### src/acst_map.svh
// Offsets, field positions and reset values of the channel sequence table
// Functional notes
// - Each slot holds a five-bit input select at 28:24, 20:16, 12:8 (and 4:0).
// - Each slot has an end flag at bits 23, 15, 7 (and 31).
// - After a slot with end flag set, sequencing restarts at the first slot.
// - Gap bits 22:21 and 14:13 are read-only, read zero, ignore writes.
// - Reset sets every end flag to one and every input select to zero.
// - Software writes and reads back selects and end flags; values are held.
// - Eight 32-bit entries at word offsets from zero, four slots each.
`ifndef ACST_MAP_SVH
`define ACST_MAP_SVH

`define ACST_ENTRIES 8
`define ACST_SLOTS_PER_ENTRY 4
`define ACST_SLOTS 32
`define ACST_OFS_ENTRY0 8'h00
`define ACST_OFS_CTRL 8'h40
`define ACST_OFS_STATUS 8'h44
`define ACST_SLOT_STRIDE 8
`define ACST_CHAN_LSB 0
`define ACST_CHAN_W 5
`define ACST_LAST_BIT 7
`define ACST_ENTRY_RW_MASK 32'h9F9F_9F9F
`define ACST_ENTRY_RESET 32'h8080_8080
`define ACST_CHAN_RESET 5'h00
`define ACST_LAST_RESET 1'h1
`define ACST_CTRL_ENABLE_BIT 0
`define ACST_CTRL_RESTART_BIT 1
`define ACST_STAT_RUNNING_BIT 8
`define ACST_STAT_LAST_BIT 9
`define ACST_LAST_SLOT 5'h1F

`endif

### src/acst_pkg.sv
// Types shared by the channel sequence table modules
package acst_pkg;
  typedef enum logic [0:0] {
    ACST_IDLE = 1'b0,
    ACST_RUN = 1'b1
  } acst_state_type;
  typedef logic [4:0] acst_slot_type;
  typedef logic [4:0] acst_chan_type;
endpackage

### src/acst_step_if.sv
// Link between the register side and the slot stepper
`timescale 1ns/1ps
`default_nettype none
interface acst_step_if;
  logic enable;
  logic restart;
  logic conv_done;
  logic cur_last;
  acst_pkg::acst_slot_type slot_idx;
  logic running;
  logic wrap;
  modport seq (input enable, input restart, input conv_done, input cur_last,
    output slot_idx, output running, output wrap);
  modport ctl (output enable, output restart, output conv_done, output cur_last,
    input slot_idx, input running, input wrap);
endinterface
`default_nettype wire

### src/acst_stepper.sv
// Slot stepper: walks the sequence table one conversion at a time
`timescale 1ns/1ps
`default_nettype none
`include "acst_map.svh"
module acst_stepper (
  // Clock and reset
  input wire logic clk,
  input wire logic reset,
  // Control link
  acst_step_if.seq step
);
  acst_pkg::acst_state_type state_r;
  acst_pkg::acst_slot_type idx_r;
  logic wrap_r;

  always_ff @(posedge clk or posedge reset) begin
    if (reset) begin
      state_r <= acst_pkg::ACST_IDLE;
    end else begin
      unique case (state_r)
        acst_pkg::ACST_IDLE: begin
          if (step.enable) begin
            state_r <= acst_pkg::ACST_RUN;
          end
        end
        acst_pkg::ACST_RUN: begin
          if (!step.enable) begin
            state_r <= acst_pkg::ACST_IDLE;
          end
        end
      endcase
    end
  end

  // Slot pointer; end flag or top of table sends it back to slot zero
  always_ff @(posedge clk or posedge reset) begin
    if (reset) begin
      idx_r <= 5'h00;
      wrap_r <= 1'b0;
    end else begin
      wrap_r <= 1'b0;
      if (state_r == acst_pkg::ACST_IDLE || step.restart) begin
        idx_r <= 5'h00;
      end else if (step.conv_done) begin
        if (step.cur_last || idx_r == `ACST_LAST_SLOT) begin
          idx_r <= 5'h00;
          wrap_r <= 1'b1;
        end else begin
          idx_r <= idx_r + 5'h01;
        end
      end
    end
  end

  assign step.slot_idx = idx_r;
  assign step.running = (state_r == acst_pkg::ACST_RUN);
  assign step.wrap = wrap_r;

  chk_end_restart: assert property (@(posedge clk) disable iff (reset)
    (state_r == acst_pkg::ACST_RUN && step.enable && !step.restart && step.conv_done
      && step.cur_last) |=> (idx_r == 5'h00 && wrap_r))
    else $error("end flag did not restart at slot zero");
  chk_ascend_order: assert property (@(posedge clk) disable iff (reset)
    (state_r == acst_pkg::ACST_RUN && !step.restart && step.conv_done && !step.cur_last
      && idx_r != `ACST_LAST_SLOT) |=> (idx_r == $past(idx_r) + 5'h01))
    else $error("slot pointer did not step up by one");
endmodule
`default_nettype wire

### src/acst_top.sv
// Channel sequence table with AHB-Lite register slave
`timescale 1ns/1ps
`default_nettype none
`include "acst_map.svh"
module acst_top (
  // Clock and reset
  input wire logic clk,
  input wire logic reset,
  // AHB-Lite slave
  input wire logic hsel,
  input wire logic [31:0] haddr,
  input wire logic [1:0] htrans,
  input wire logic hwrite,
  input wire logic [2:0] hsize,
  input wire logic [31:0] hwdata,
  input wire logic hready,
  output logic [31:0] hrdata,
  output logic hreadyout,
  output logic hresp,
  // Converter side
  input wire logic conv_done,
  output logic [4:0] slot_channel,
  output logic [4:0] slot_index,
  output logic slot_last,
  output logic seq_running,
  output logic seq_wrap
);
  // Table storage, one select and one end flag per slot
  logic [4:0] chan_q [`ACST_SLOTS];
  logic last_q [`ACST_SLOTS];

  logic wr_pend_r;
  logic [5:0] wr_idx_r;
  logic enable_r;
  logic restart_r;
  logic [31:0] hrdata_r;
  logic hreadyout_r;
  logic [4:0] slot_channel_r;
  logic [4:0] slot_index_r;
  logic slot_last_r;
  logic seq_running_r;
  logic seq_wrap_r;
  logic first_r;

  logic addr_ok;
  logic [5:0] addr_idx;
  logic [31:0] rd_nxt;
  logic [31:0] ctrl_word;
  logic [31:0] stat_word;

  acst_step_if step ();

  acst_stepper u_stepper (
    .clk(clk),
    .reset(reset),
    .step(step)
  );

  // Entry word for entry e, gap and reserved bits forced to zero
  function automatic logic [31:0] entry_word(input logic [2:0] e);
    logic [31:0] w;
    w = 32'h0000_0000;
    for (int s = 0; s < `ACST_SLOTS_PER_ENTRY; s++) begin
      w[s * `ACST_SLOT_STRIDE + `ACST_CHAN_LSB +: `ACST_CHAN_W] =
        chan_q[{e, 2'(s)}];
      w[s * `ACST_SLOT_STRIDE + `ACST_LAST_BIT] = last_q[{e, 2'(s)}];
    end
    return w & `ACST_ENTRY_RW_MASK;
  endfunction

  // Word index is in the entry range
  function automatic logic is_entry(input logic [5:0] idx);
    return idx < 6'(`ACST_ENTRIES);
  endfunction

  assign addr_ok = hsel && htrans[1] && hready;
  assign addr_idx = haddr[7:2];

  assign ctrl_word = {30'h0000_0000, 1'b0, enable_r};
  assign stat_word = {22'h00_0000, step.cur_last, step.running, 3'h0, step.slot_idx};

  // Read data, with the pending write forwarded so back-to-back reads see it
  always_comb begin
    rd_nxt = 32'h0000_0000;
    if (wr_pend_r && wr_idx_r == addr_idx && is_entry(addr_idx)) begin
      rd_nxt = hwdata & `ACST_ENTRY_RW_MASK;
    end else if (is_entry(addr_idx)) begin
      rd_nxt = entry_word(addr_idx[2:0]);
    end else if ({addr_idx, 2'h0} == `ACST_OFS_CTRL) begin
      if (wr_pend_r && wr_idx_r == addr_idx) begin
        rd_nxt = {31'h0000_0000, hwdata[`ACST_CTRL_ENABLE_BIT]};
      end else begin
        rd_nxt = ctrl_word;
      end
    end else if ({addr_idx, 2'h0} == `ACST_OFS_STATUS) begin
      rd_nxt = stat_word;
    end
  end

  // Address phase capture; zero wait states, every answer OKAY
  always_ff @(posedge clk or posedge reset) begin
    if (reset) begin
      wr_pend_r <= 1'b0;
      wr_idx_r <= 6'h00;
      hreadyout_r <= 1'b0;
    end else begin
      hreadyout_r <= 1'b1;
      wr_pend_r <= addr_ok && hwrite;
      if (addr_ok && hwrite) begin
        wr_idx_r <= addr_idx;
      end
    end
  end

  always_ff @(posedge clk or posedge reset) begin
    if (reset) begin
      hrdata_r <= 32'h0000_0000;
    end else if (addr_ok && !hwrite) begin
      hrdata_r <= rd_nxt;
    end
  end

  // Slot storage; only select and end bits exist, so gap writes are lost
  for (genvar g = 0; g < `ACST_SLOTS; g++) begin : g_slot
    localparam int E = g / `ACST_SLOTS_PER_ENTRY;
    localparam int S = g % `ACST_SLOTS_PER_ENTRY;
    always_ff @(posedge clk or posedge reset) begin
      if (reset) begin
        chan_q[g] <= `ACST_CHAN_RESET;
        last_q[g] <= `ACST_LAST_RESET;
      end else if (wr_pend_r && wr_idx_r == 6'(E)) begin
        chan_q[g] <= hwdata[S * `ACST_SLOT_STRIDE + `ACST_CHAN_LSB +: `ACST_CHAN_W];
        last_q[g] <= hwdata[S * `ACST_SLOT_STRIDE + `ACST_LAST_BIT];
      end
    end
  end

  // Control: enable level and a self-clearing restart strobe
  always_ff @(posedge clk or posedge reset) begin
    if (reset) begin
      enable_r <= 1'b0;
      restart_r <= 1'b0;
    end else begin
      restart_r <= 1'b0;
      if (wr_pend_r && {wr_idx_r, 2'h0} == `ACST_OFS_CTRL) begin
        enable_r <= hwdata[`ACST_CTRL_ENABLE_BIT];
        restart_r <= hwdata[`ACST_CTRL_RESTART_BIT];
      end
    end
  end

  assign step.enable = enable_r;
  assign step.restart = restart_r;
  assign step.conv_done = conv_done;
  assign step.cur_last = last_q[step.slot_idx];

  // Converter outputs lag the pointer by one cycle to stay registered
  always_ff @(posedge clk or posedge reset) begin
    if (reset) begin
      slot_channel_r <= `ACST_CHAN_RESET;
      slot_index_r <= 5'h00;
      slot_last_r <= `ACST_LAST_RESET;
      seq_running_r <= 1'b0;
      seq_wrap_r <= 1'b0;
    end else begin
      slot_channel_r <= chan_q[step.slot_idx];
      slot_index_r <= step.slot_idx;
      slot_last_r <= step.cur_last;
      seq_running_r <= step.running;
      seq_wrap_r <= step.wrap;
    end
  end

  assign hrdata = hrdata_r;
  assign hreadyout = hreadyout_r;
  assign hresp = 1'b0;
  assign slot_channel = slot_channel_r;
  assign slot_index = slot_index_r;
  assign slot_last = slot_last_r;
  assign seq_running = seq_running_r;
  assign seq_wrap = seq_wrap_r;

  // Marks the first clocked cycle after reset release
  always_ff @(posedge clk or posedge reset) begin
    if (reset) begin
      first_r <= 1'b1;
    end else begin
      first_r <= 1'b0;
    end
  end

  chk_slot_select: assert property (@(posedge clk) disable iff (reset)
    !first_r |-> slot_channel_r == $past(chan_q[step.slot_idx]))
    else $error("slot channel does not follow selected slot");
  chk_slot_endflag: assert property (@(posedge clk) disable iff (reset)
    !first_r |-> slot_last_r == $past(last_q[step.slot_idx]))
    else $error("slot end flag does not follow selected slot");
  chk_wrap_output: assert property (@(posedge clk) disable iff (reset)
    step.wrap |=> seq_wrap_r && slot_index_r == 5'h00)
    else $error("wrap not shown on converter outputs");
  chk_gap_zero: assert property (@(posedge clk) disable iff (reset)
    (hrdata_r[22:21] == 2'h0 && hrdata_r[14:13] == 2'h0 && hrdata_r[30:29] == 2'h0)
    || !$past(is_entry(haddr[7:2])))
    else $error("gap bits read nonzero");
  chk_reset_table: assert property (@(posedge clk) disable iff (reset)
    first_r |-> (entry_word(3'h0) == `ACST_ENTRY_RESET
      && entry_word(3'h7) == `ACST_ENTRY_RESET))
    else $error("table reset value wrong");
  chk_write_hold: assert property (@(posedge clk) disable iff (reset)
    (wr_pend_r && is_entry(wr_idx_r)) |=>
      entry_word($past(wr_idx_r[2:0])) == ($past(hwdata) & `ACST_ENTRY_RW_MASK))
    else $error("written entry not held");
  chk_entry_read: assert property (@(posedge clk) disable iff (reset)
    (addr_ok && !hwrite && is_entry(addr_idx) && !wr_pend_r) |=>
      hrdata_r == entry_word($past(addr_idx[2:0])))
    else $error("entry read returned wrong word");
  chk_order_out: assert property (@(posedge clk) disable iff (reset)
    // Output shows the pointer one edge after it moves, so restart and idle look back two
    (seq_running_r && $past(step.running) && $past(step.running, 2) && !$past(step.wrap)
      && !$past(restart_r, 2)
      && slot_index_r != $past(slot_index_r)) |-> slot_index_r == $past(slot_index_r) + 5'h01)
    else $error("slot index not ascending");
endmodule
`default_nettype wire
### config.mk
export PLATFORM = sky130hd
export DESIGN_NAME = acst_top
export DESIGN_NICKNAME = d
export VERILOG_FILES = /design/src/acst_pkg.sv /design/src/acst_step_if.sv /design/src/acst_stepper.sv /design/src/acst_top.sv
export VERILOG_INCLUDE_DIRS = /design/src /design/src/src
export SDC_FILE = /design/constraint.sdc
export NUM_CORES = 1
export LEC_CHECK = 0
export ABC_AREA = 1
export BUFFER_PORTS_ARGS = -buffer_cell sky130_fd_sc_hd__buf_4
export CORE_UTILIZATION = 60
export DETAILED_ROUTE_END_ITERATION = 8
export PLACE_DENSITY = 0.81
export SETUP_SLACK_MARGIN = 0.3
export SLEW_MARGIN = 20
export SYNTH_ARGS = -nofsm -noshare
export SYNTH_HDL_FRONTEND = slang
export SYNTH_SLANG_ARGS = --single-unit
export TNS_END_PERCENT = 10
### constraint.sdc
create_clock -name clk -period 9.31 [get_ports clk]
set_input_delay 1.3965 -clock clk [delete_from_list [all_inputs] [get_ports clk]]
set_output_delay 1.3965 -clock clk [all_outputs]
set_load 0.1 [all_outputs]
==> flow_summary.ini <==
[critical_path]
path_cells = buf_4, inv_1, buf_4, nand2_1, nand4_1, nor2_2, nand2_2, clkinv_1, a21oi_1, nand2_1, nand2_1, nand2_1
timing.critical_path.slowest_cell_delay_ns = 0.60
timing.critical_path.max_delay_family = buffers and inverters
crit_path_end_kind = flop
crit_buf_inv = 4
critical_path_s_most_frequent_cell = nand2_1
worst-path-max-fanout = 65
setup.worst_path.start_class = input pin
timing.critical_path.required_ns = 9.73
cp_data_arrival_time_ns = 4.37
critPathKind = input pin to flop
critical_path.slowest_cell = clkinv_1

[cts]
clock_sink_count = 246
cts_htree_levels = 1
cts_repair_resizes = 0
clock_path_buffers = 3
cts.clk_slew.worst_paths_ns = 0.06
cts-root-buf = clkbuf_16
cts_tree = built
ctsHoldBuffers = 0
clock_latency_on_the_worst_skew_pair_ns = 0.55
tritoncts.num_buffers = 26
postCtsSetupBuffers = 0

[power_and_ir_drop]
power_leakage_nw = 7.01
power.density_cell_area_nw_per_um2 = 271
worst_ir_drop_vdd_v = 0.000192

[timing]
final.period_utilization_pct = 42.4
grt_setup_unrepaired = false
pins_over_their_slew_limit = 0
fin_tns_setup_ns = 0
maxSlewHeadroom_pct = 24.8
worst_clock_skew_ns = 0.0203
report.final.setup_viol = 0
final_critical_delay_including_setup_and_external_delays_ns = 3.95
clock.fmax_mhz = 253
timing.final.hold_violations = 0
final.setup.worst_slack_ns = 5.36
timing_worst_slew_pin_value_ns = 1.12

[finish]
final_layout_size_suffix_gt1_share_pct = 10.7
layoutNonFillerInstCount = 1973
antenna_cells_inserted = 0
final_common_cell = nand2_1
number_of_nets_at_the_end_of_the_flow = 1762
top_library_cells_by_usage_in_the_layout_fill_and_taps_aside = nand2_1, o21ai_0, dfrtp_1
synthToLayoutAreaGrowth_pct = 10.4
layout.core_utilization_pct = 68.6

[routing]
met2WireLength_um = 17900
detailroute.wirelength.met3_um = 3970
drt-met1-wl_um = 14900
route.vias.total = 12300
detail_route.wirelength_um = 39100
drt_first_pass_iters = 6
vias_per_cell = 6.23
route.detailed.drc = 0
antenna_left = 0
dr.max_layer_used = met4
detailedRoute.firstIterationViolations = 1332
post_drt_wl_per_cell_um = 19.8

[synth]
synth-simple-area-share_pct = 22.6
synth-adder-area-share_pct = 0.196
synth_compound_gate_area_share_pct = 21.0
ys_warn_count = 0
ys_seq_elements = 246
post_synth_mux_area_share_pct = 0
synth_top_family_by_area = simple AND/OR/NAND/NOR gates
synth.yosys.seq_area_share_pct = 48.5
postSynthAreaPerCell_sq_um = 7.54
yosysUniqueCellTypes = 33
post_synthesis_instance_area_sq_um = 12800
synthesized_area_fraction_occupied_by_xor_and_xnor_cells_pct = 0.0686
synth_cells = 1692

[floorplanning]
rows = 52
top_level_ports = 122
die_area_sq_um = 21900
effective_utilization_at_floorplan_pct = 62.1
dieWidth_um = 148
die_y_um = 148
core_sq_um = 20600

[run_status]
status = finished clean

[global_routing]
initial_antenna_violation_count = 0
number_of_global_route_vias_before_repair = 12000
leftover_overflow_at_the_end_of_global_routing = 0
global_route.usage.total_pct = 36.6
global_route_wire_length_before_repair_um = 62200
maximum_number_of_pins_on_one_net_before_global_route_repair = 121

[placed_design]
post-place-cells = 1927
io_buffers = 74
place_worst_setup_slack_ns = 5.00
gp_routability_congestion = 0.909
detailedPlacementHpwl_um = 22800

[hold_path]
worstHoldPathType = flop to flop

[flow_run]
max_cap_viol_count = 0
==> path summary, 6_finish.rpt <==
path / start / slack (ns) / end / cells after the start
max: haddr[2] / 5.36 / hrdata[9]$_DFFE_PP0P_ / 12
min: u_stepper.step.wrap$_DFF_PP0_ / 0.35 / seq_wrap$_DFF_PP0_ / 0
max reg2reg: u_stepper.step.slot_idx[1]$_DFFE_PP0P_ / 6.41 / u_stepper.step.slot_idx[1]$_DFFE_PP0P_ / 10
min reg2reg: u_stepper.step.wrap$_DFF_PP0_ / 0.35 / seq_wrap$_DFF_PP0_ / 0
max in group asynchronous: reset / 6.15 / chan_q[41]$_DFFE_PP0P_ / 4
min in group asynchronous: reset / 1.03 / hrdata[23]$_DFFE_PP0P_ / 2
==> metal layers <==
| metal | vias to the layer above | GRT usage [%] |
|---|---|---|
| li1 | 5576 | - |
| met1 | 5744 | 46.2 |
| met2 | 779 | 58.4 |
| met3 | 192 | 6.57 |
| met4 | 0 | 23.5 |
| met5 | - | 0 |
==> area by class of cell <==
cell class	instances	area (sq um)
Inverter	87	335
Clock buffer	40	795
Tap cell	270	338
Sequential cell	246	6200
Multi-Input combinational cell	1237	5670
Clock inverter	6	105
Timing Repair Buffer	87	653
Fill cell	1719	6460
==> power breakdown <==
| part | switching (W) | internal, W | total, W |
|---|---|---|---|
| sequential | 0.000178 | 0.00133 | 0.00151 |
| combinational | 0.000878 | 0.000346 | 0.00122 |
| clock | 0.000425 | 0.000666 | 0.00109 |
| total | 0.00148 | 0.00234 | 0.00383 |
==> flip-flops by register name, summed over array words and instances (netlist names), 5 cells and up <==
register,cells
last_q,32
hrdata,24
chan_q,160
slot_index,5
wr_idx_r,6
slot_channel,5
u_stepper.step.slot_idx,5
==> synth_stat cells <==
master,number,area (sq um)
o211ai_1,60,450
o221ai_1,2,17.5
ha_1,2,25.0
inv_1,79,297
conb_1,2,7.51
nand3_1,61,305
nand2_1,490,1840
nor4_1,1,6.26
nand4_1,10,62.6
nand3b_1,2,15.0
a21oi_1,43,215
o22ai_1,23,144
inv_2,6,22.5
nor3_4,1,16.3
clkbuf_1,53,199
dfstp_2,33,867
nor3b_1,1,7.51
buf_6,2,22.5
clkinv_1,2,7.51
nor2_2,1,6.26
dfrtp_1,213,5330
a31oi_1,8,50.1
nor2_1,155,582
o32ai_1,1,8.76
buf_1,7,26.3
nor3_1,3,15.0
nand2_2,3,18.8
o21ai_0,338,1690
o21ai_1,20,100
nor3_2,1,10.0
buf_4,20,150
buf_2,48,240
xnor2_1,1,8.76
==> per-stage QoR <==
| step | hold slack, ns | total power [W] | cell area [sq um] |
|---|---|---|---|
| global route | 0.382 | 0.00402 | 14100 |
| global placement | 0.338 | 0.00268 | 13200 |
| detailed placement | 0.336 | 0.00271 | 13200 |
| CTS | 0.350 | 0.00380 | 14100 |
| floorplan | 0.331 | 0.00242 | 12800 |
| finish | 0.348 | 0.00383 | 14100 |
==> cells by family (layout without fill, tap and decap cells) <==
logic type / count (synthesis) / in the layout
buffers and inverters: 217 / 220
and+or+nand+nor: 729 / 729
AOI/OAI and AO/OA: 495 / 495
other: 2 / 10
adders and majority gates: 2 / 2
DFF: 246 / 246
xor gates and xnor gates: 1 / 1
No activity file was read; power rests on OpenSTA's default activity.
